### src/hw/cct_pkg.sv
package cct_pkg;
  localparam int CCT_ADDR_W = 16;
  localparam int CCT_DATA_W = 8;
  // register offsets
  localparam logic [15:0] CCT_OFF_CLASSIC = 16'h184B;
  localparam logic [15:0] CCT_OFF_FAST = 16'h184C;
  localparam logic [15:0] CCT_OFF_MMC = 16'h184D;
  localparam logic [15:0] CCT_OFF_PAD = 16'h1880;
  // reset values
  localparam logic [7:0] CCT_RST_CLASSIC = 8'h59;
  localparam logic [7:0] CCT_RST_FAST = 8'h54;
  localparam logic [7:0] CCT_RST_MMC = 8'h95;
  localparam logic [7:0] CCT_RST_PAD = 8'h00;
  // field positions
  localparam int CCT_SYNC_LSB = 6;
  localparam int CCT_CTRL_LSB = 4;
  localparam int CCT_CAP_LSB = 0;
  localparam int CCT_CAP_W = 4;
  localparam int CCT_PAD_LSB = 0;
  localparam int CCT_PAD_W = 2;
  localparam int CCT_MAX_STAGES = 4;
  // stage-count codes
  localparam logic [1:0] CCT_CODE_2 = 2'h0;
  localparam logic [1:0] CCT_CODE_3 = 2'h1;
  localparam logic [1:0] CCT_CODE_4 = 2'h2;
  // card type select
  typedef enum logic [1:0] {
    CCT_CARD_CLASSIC = 2'h0,
    CCT_CARD_FAST = 2'h1,
    CCT_CARD_MMC = 2'h3
  } cct_card_e;

  // stage count 2..4 from a two-bit code; unused code maps to four
  function automatic logic [2:0] cct_stages(input logic [1:0] code);
    logic [2:0] n;
    n = 3'h4;
    case (code)
      CCT_CODE_2: n = 3'h2;
      CCT_CODE_3: n = 3'h3;
      CCT_CODE_4: n = 3'h4;
      default: n = 3'h4;
    endcase
    return n;
  endfunction
endpackage

### src/hw/cct_delay_line.sv
`timescale 1ns/1ps
module cct_delay_line
  import cct_pkg::*;
#(
  parameter int WIDTH = 2
) (
  input wire logic clk_sys,
  input wire logic reset,
  input wire logic [2:0] stages,
  input wire logic [WIDTH-1:0] dataIn,
  output logic [WIDTH-1:0] dataOut
);
  logic [WIDTH-1:0] pipe [CCT_MAX_STAGES];
  logic [WIDTH-1:0] next_pipe [CCT_MAX_STAGES];

  always_comb begin
    next_pipe[0] = dataIn;
    for (int i = 1; i < CCT_MAX_STAGES; i++) begin
      next_pipe[i] = pipe[i-1];
    end
  end

  always_ff @(posedge clk_sys or posedge reset) begin
    if (reset) begin
      for (int i = 0; i < CCT_MAX_STAGES; i++) begin
        pipe[i] <= '0;
      end
    end else begin
      pipe <= next_pipe;
    end
  end

  // tap chosen by stage count; stage 1 is only read by stage 2 onward
  always_comb begin
    case (stages)
      3'h2: dataOut = pipe[1];
      3'h3: dataOut = pipe[2];
      default: dataOut = pipe[3];
    endcase
  end
endmodule

### src/hw/card_capture_timing_config.sv
// Functional notes
// RULE1: read sync field picks 2, 3 or 4 stages for read data and response.
// RULE2: control delay field picks 2, 3 or 4 delay stages for control logic.
// RULE3: low four bits of each timing register give capture clock delay.
// RULE4: three independent timing copies: classic SD, fast SD, MMC, own resets.
// RULE5: pad drive field selects 6, 8, 10 or 12 mA; 6 mA after reset.
// RULE6: unused code 11 in stage fields behaves as four stages.
//
// The address-and-strobe port was decided locally.
`timescale 1ns/1ps
module card_capture_timing_config
  import cct_pkg::*;
#(
  parameter int READ_W = 5
) (
  input wire logic clk_sys,
  input wire logic reset,
  input wire logic [CCT_ADDR_W-1:0] regAddr,
  input wire logic [CCT_DATA_W-1:0] regWrData,
  input wire logic regWrite,
  input wire logic regRead,
  output logic [CCT_DATA_W-1:0] regRdData,
  input wire logic [1:0] cardType,
  input wire logic [READ_W-1:0] cardReadIn,
  output logic [READ_W-1:0] cardReadSync,
  input wire logic controlIn,
  output logic controlDelayed,
  output logic [2:0] readSyncDepth,
  output logic [2:0] controlDelayStages,
  output logic [CCT_CAP_W-1:0] captureClockDelay,
  output logic [CCT_PAD_W-1:0] padDriveSelect
);
  ////////////////////////////////////////////////////////////////////////
  logic [7:0] classicTiming, fastTiming, mmcTiming, cardPadDrive;
  logic [7:0] next_classicTiming, next_fastTiming, next_mmcTiming, next_cardPadDrive;
  logic [7:0] rdData, next_rdData;
  logic [7:0] activeTiming;
  logic [2:0] next_syncDepth, next_ctrlStages;
  logic [2:0] syncDepthQ, ctrlStagesQ;

  // each copy decoded separately so a write hits at most one; unmapped addresses hit none
  always_comb begin
    next_classicTiming = classicTiming;
    next_fastTiming = fastTiming;
    next_mmcTiming = mmcTiming;
    next_cardPadDrive = cardPadDrive;
    if (regWrite) begin
      if (regAddr == CCT_OFF_CLASSIC) begin
        next_classicTiming = regWrData; // RULE4
      end else if (regAddr == CCT_OFF_FAST) begin
        next_fastTiming = regWrData; // RULE4
      end else if (regAddr == CCT_OFF_MMC) begin
        next_mmcTiming = regWrData; // RULE4
      end else if (regAddr == CCT_OFF_PAD) begin
        next_cardPadDrive = {6'h00, regWrData[CCT_PAD_LSB +: CCT_PAD_W]}; // RULE5
      end
    end
  end

  // unmapped addresses read as zero
  always_comb begin
    next_rdData = 8'h00;
    if (regRead) begin
      if (regAddr == CCT_OFF_CLASSIC) begin
        next_rdData = classicTiming;
      end else if (regAddr == CCT_OFF_FAST) begin
        next_rdData = fastTiming;
      end else if (regAddr == CCT_OFF_MMC) begin
        next_rdData = mmcTiming;
      end else if (regAddr == CCT_OFF_PAD) begin
        next_rdData = cardPadDrive;
      end
    end
  end

  always_ff @(posedge clk_sys or posedge reset) begin
    if (reset) begin
      classicTiming <= CCT_RST_CLASSIC; // RULE4
      fastTiming <= CCT_RST_FAST; // RULE4
      mmcTiming <= CCT_RST_MMC; // RULE4
      cardPadDrive <= CCT_RST_PAD; // RULE5
      rdData <= 8'h00;
    end else begin
      classicTiming <= next_classicTiming;
      fastTiming <= next_fastTiming;
      mmcTiming <= next_mmcTiming;
      cardPadDrive <= next_cardPadDrive;
      rdData <= next_rdData;
    end
  end

  assign regRdData = rdData;

  ////////////////////////////////////////////////////////////////////////
  // active copy follows the card type; unknown type falls back to classic
  always_comb begin
    case (cardType)
      CCT_CARD_FAST: activeTiming = fastTiming;
      CCT_CARD_MMC: activeTiming = mmcTiming;
      default: activeTiming = classicTiming;
    endcase
  end

  always_comb begin
    next_syncDepth = cct_stages(activeTiming[CCT_SYNC_LSB +: 2]); // RULE1 RULE6
    next_ctrlStages = cct_stages(activeTiming[CCT_CTRL_LSB +: 2]); // RULE2 RULE6
  end

  // depth is registered: a change lands one cycle after the write or type switch
  always_ff @(posedge clk_sys or posedge reset) begin
    if (reset) begin
      syncDepthQ <= 3'(CCT_MAX_STAGES);
      ctrlStagesQ <= 3'(CCT_MAX_STAGES);
    end else begin
      syncDepthQ <= next_syncDepth;
      ctrlStagesQ <= next_ctrlStages;
    end
  end

  assign readSyncDepth = syncDepthQ;
  assign controlDelayStages = ctrlStagesQ;
  assign captureClockDelay = activeTiming[CCT_CAP_LSB +: CCT_CAP_W]; // RULE3
  assign padDriveSelect = cardPadDrive[CCT_PAD_LSB +: CCT_PAD_W]; // RULE5

  ////////////////////////////////////////////////////////////////////////
  // read data and response synchronizer, length set by software
  cct_delay_line #(.WIDTH(READ_W)) uReadSync (
    .clk_sys(clk_sys),
    .reset(reset),
    .stages(syncDepthQ),
    .dataIn(cardReadIn),
    .dataOut(cardReadSync)
  ); // RULE1

  cct_delay_line #(.WIDTH(1)) uCtrlDelay (
    .clk_sys(clk_sys),
    .reset(reset),
    .stages(ctrlStagesQ),
    .dataIn(controlIn),
    .dataOut(controlDelayed)
  ); // RULE2
endmodule

### config.mk
export PLATFORM = sky130hd
export DESIGN_NAME = card_capture_timing_config
export DESIGN_NICKNAME = d
export VERILOG_FILES = /design/src/hw/cct_pkg.sv /design/src/hw/cct_delay_line.sv /design/src/hw/card_capture_timing_config.sv
export SDC_FILE = /design/constraint.sdc
export NUM_CORES = 1
export LEC_CHECK = 0
export BUFFER_PORTS_ARGS = -buffer_cell sky130_fd_sc_hd__clkbuf_2
export CORE_UTILIZATION = 25
export CTS_CLUSTER_SIZE = 10
export DETAILED_ROUTE_END_ITERATION = 8
export PLACE_DENSITY = 0.41
export SYNTH_ARGS = -nofsm -noshare
export SYNTH_HDL_FRONTEND = slang
export SYNTH_SLANG_ARGS = --single-unit
### constraint.sdc
create_clock -name clk_sys -period 2.25 [get_ports clk_sys]
set_input_delay 0.1125 -clock clk_sys [delete_from_list [all_inputs] [get_ports clk_sys]]
set_output_delay 0.1125 -clock clk_sys [all_outputs]
set_load 0.02 [all_outputs]
==> impl_metrics.csv <==
group,metric,value,unit
routing,drc,0,
synthesis,synth_seq_area_share,60.68,%
global_routing,grt_overflow,0,
place,place_inst,393,
worst_setup_path,path_class,"in2reg",
routing,routed_wl,6023,microns
clocking,clkTransAtPathRegs,80,ps
job,max_cap_violations,0,
place,gp_congestion,0.7090,
final_layout,area_growth,31.21,%
final_layout,fin_util,33.89,%
final_layout,final_common_cell,"clkbuf_2",
worst_setup_path,cp_slowest_cell,"or4b_4",
floorplanning,die-area,0.01108,sq mm
clocking,clk_latency,340,ps
synthesis,synthesis.nets,233,
global_routing,grt_start_max_net_pins,61,
status,status,"complete, no violations",
worst_setup_path,start_kind,"primary input",
synthesis,ys_ff_latch,64,
floorplanning,core,0.01032,sq mm
worst_setup_path,cp.arrival,1980,ps
timing,finClkSkew,8.148,ps
worst_setup_path,endpoint_kind,"flop",
synthesis,synth_edf_count,0,
final_layout,layout-drive-gt1-share,49.64,%
timing,rsz0062_at_grt,"no",
routing,wl_per_cell,14.48,microns
worst_setup_path,cp_max_fo,8,
floorplanning,start_util,25.83,%
timing,setup_viol,0,
clocking,cts_sinks,64,
timing,finalCritPeriodShare,78.24,%
timing,fin_ws,489.6,ps
power,finalPower,2.621,mW
power,power_frac_seq,45.5,%
synthesis,synth.distinct_cells,30,
timing,tightest_slew,440.3,ps
floorplanning,die_y,105.3,microns
routing,drt_iter0_markers,37,
global_routing,antenna_found_initial,0,
power,p_switching,597.5,uW
synthesis,ys.flop_type,"dfrtp_1",
timing,fmax,568.1,MHz
power,power_density,749.3,mW/mm^2
timing,period_needed,1760,ps
clocking,ctsLongestPathBuffers,2,
worst_setup_path,path_cells,"clkbuf_2 > or4b_4 > or2_0 > nor4_4 > buf_4 > mux2_2",
floorplanning,rows,37,
timing,whs,43.43,ps
final_layout,diodes,0,
routing,drtPass1Iterations,4,
place,io_buffer_count,61,
hold_path,hold_path.class,"in2reg",
timing,relSlewSlack,70.65,%
power,p_int,2.024,mW
clocking,clockRootBuffer,"clkbuf_8",
worst_setup_path,required,2470,ps
timing,finalMaxSlewViolations,0,
power,p_sw_share,22.80,%
clocking,numCtsBuffers,9,
clocking,cts_resized,0,
synthesis,synth_area,0.002666,sq mm
floorplanning,die_x,105.3,microns
clocking,cts-htree-levels,3,
power,total_leakage_power,1.645,nW
synthesis,synthArstFlopShare,100.0,%
final_layout,nets,311,
power,ir_drop,0.5118,mV
power,p_clk_share,47.4,%
power,comb_power_share,7.1,%
synthesis,yosys_warnings,0,
place,place_area,0.003176,sq mm
final_layout,num-fill-cells,1049,
global_routing,track_usage,12.09,%
place,pre_cts_ws,127.4,ps
global_routing,grt_pass1_vias,1903,
global_routing,grt_pass1_wl,10030,microns
routing,vias_per_cell,4.349,
final_layout,layout_common_cells,"61 x clkbuf_2, 51 x dfrtp_1, 34 x mux2_2, 16 x nor2_1, 14 x mux2i_1",
synthesis,syn_inst,197,
routing,num_vias,1809,
place,hpwl,4129,microns
synthesis,syn_avg_cell_area,13.53,sq um
clocking,cts_tree,"done",
floorplanning,io_pins,62,
final_layout,final_area,0.003498,sq mm
timing,setup_tns,0,ps
final_layout,fin_cells,416,
timing,finalHoldViolCount,0,
worst_setup_path,critPathMaxStageDelay,550,ps
routing,drtAntennaViolNets,0,
==> final timing paths <==
path | endpoint | cells past startpoint | slack (ps) | startpoint
setup / recovery | mmcTiming[3] | 6 | 490 | regAddr[13]
hold / removal | classicTiming[4] | 2 | 40 | regWrData[4]
hold reg to reg | uReadSync.next_pipe[7] | 0 | 350 | uReadSync.next_pipe[12]
setup reg to reg | readSyncDepth[0] | 3 | 1140 | mmcTiming[7]
min in group asynchronous | uCtrlDelay.next_pipe[2] | 3 | 180 | reset
max in group asynchronous | mmcTiming[7] | 4 | 1490 | reset
==> layout make-up <==
type / instances / area, sq um / share of cell area (%)
clock buffers: 10 / 137.6 / 3.934
clock inverters: 6 / 115.1 / 3.290
inverters: 6 / 22.52 / 0.6438
multi-input cells: 119 / 994.7 / 28.43
flip-flops and latches: 64 / 1618 / 46.24
well taps: 136 / 170.2 / 4.864
repair buffers: 75 / 440.4 / 12.59
==> routing by layer <==
metal / up-vias / track usage (%) / wire length, microns
met3: 6 / 4.082 / 270
met5: - / 0 / 0
li1: 872 / - / -
met1: 885 / 15.59 / 2885
met2: 46 / 18.89 / 2809
met4: 0 / 4.225 / 57
==> worst max-delay path: cells and delay by family <==
family,cells,cell delay [ps]
buffers and inverters,2,300
AND/OR/NAND/NOR,3,1230
multiplexers,1,340
==> cells by family (layout without fill, tap and decap cells) <==
logic type      Yosys count  count (layout)  synth area share, %
flops                    64              64                60.68
compound gates           26              26                6.476
simple gates             45              45                11.22
buf+inv                  14              97                2.018
mux                      48              48                19.62
==> power groups by stage <==
stage	Clock (mW)	Combinational [mW]	Sequential, mW
floorplan	0	0.0938	1.22
global placement	0	0.182	1.21
detailed placement	0	0.183	1.21
CTS	1.29	0.193	1.19
global route	1.33	0.209	1.20
finish	1.24	0.187	1.19
==> cell usage after synthesis, types with 4 or more instances <==
cell type	instances	area (sq um)
a21oi_1	6	30.03
dfrtp_1	51	1276
inv_1	6	22.52
mux2_2	34	382.9
nand2_1	7	26.28
dfstp_2	13	341.6
a32oi_1	8	70.07
clkbuf_1	7	26.28
o21ai_0	6	30.03
mux2i_1	14	140.1
nor2_1	16	60.06
nand2b_1	4	25.02
==> sequential cells by signal, summed over array words and instances (netlist names) <==
name	cells
readSyncDepth	3
mmcTiming	8
uCtrlDelay.next_pipe	3
uReadSync.next_pipe	15
fastTiming	8
uCtrlDelay.pipe	1
uReadSync.pipe	5
regRdData	8
classicTiming	8
controlDelayStages	3
cardPadDrive	2
==> repair_timing <==
action | CTS | global route
buffers inserted | 0 | 0
hold buffers | 7 | 0
hold endpoints to repair | 57 | 0
No activity file was read; power rests on OpenSTA's default activity.
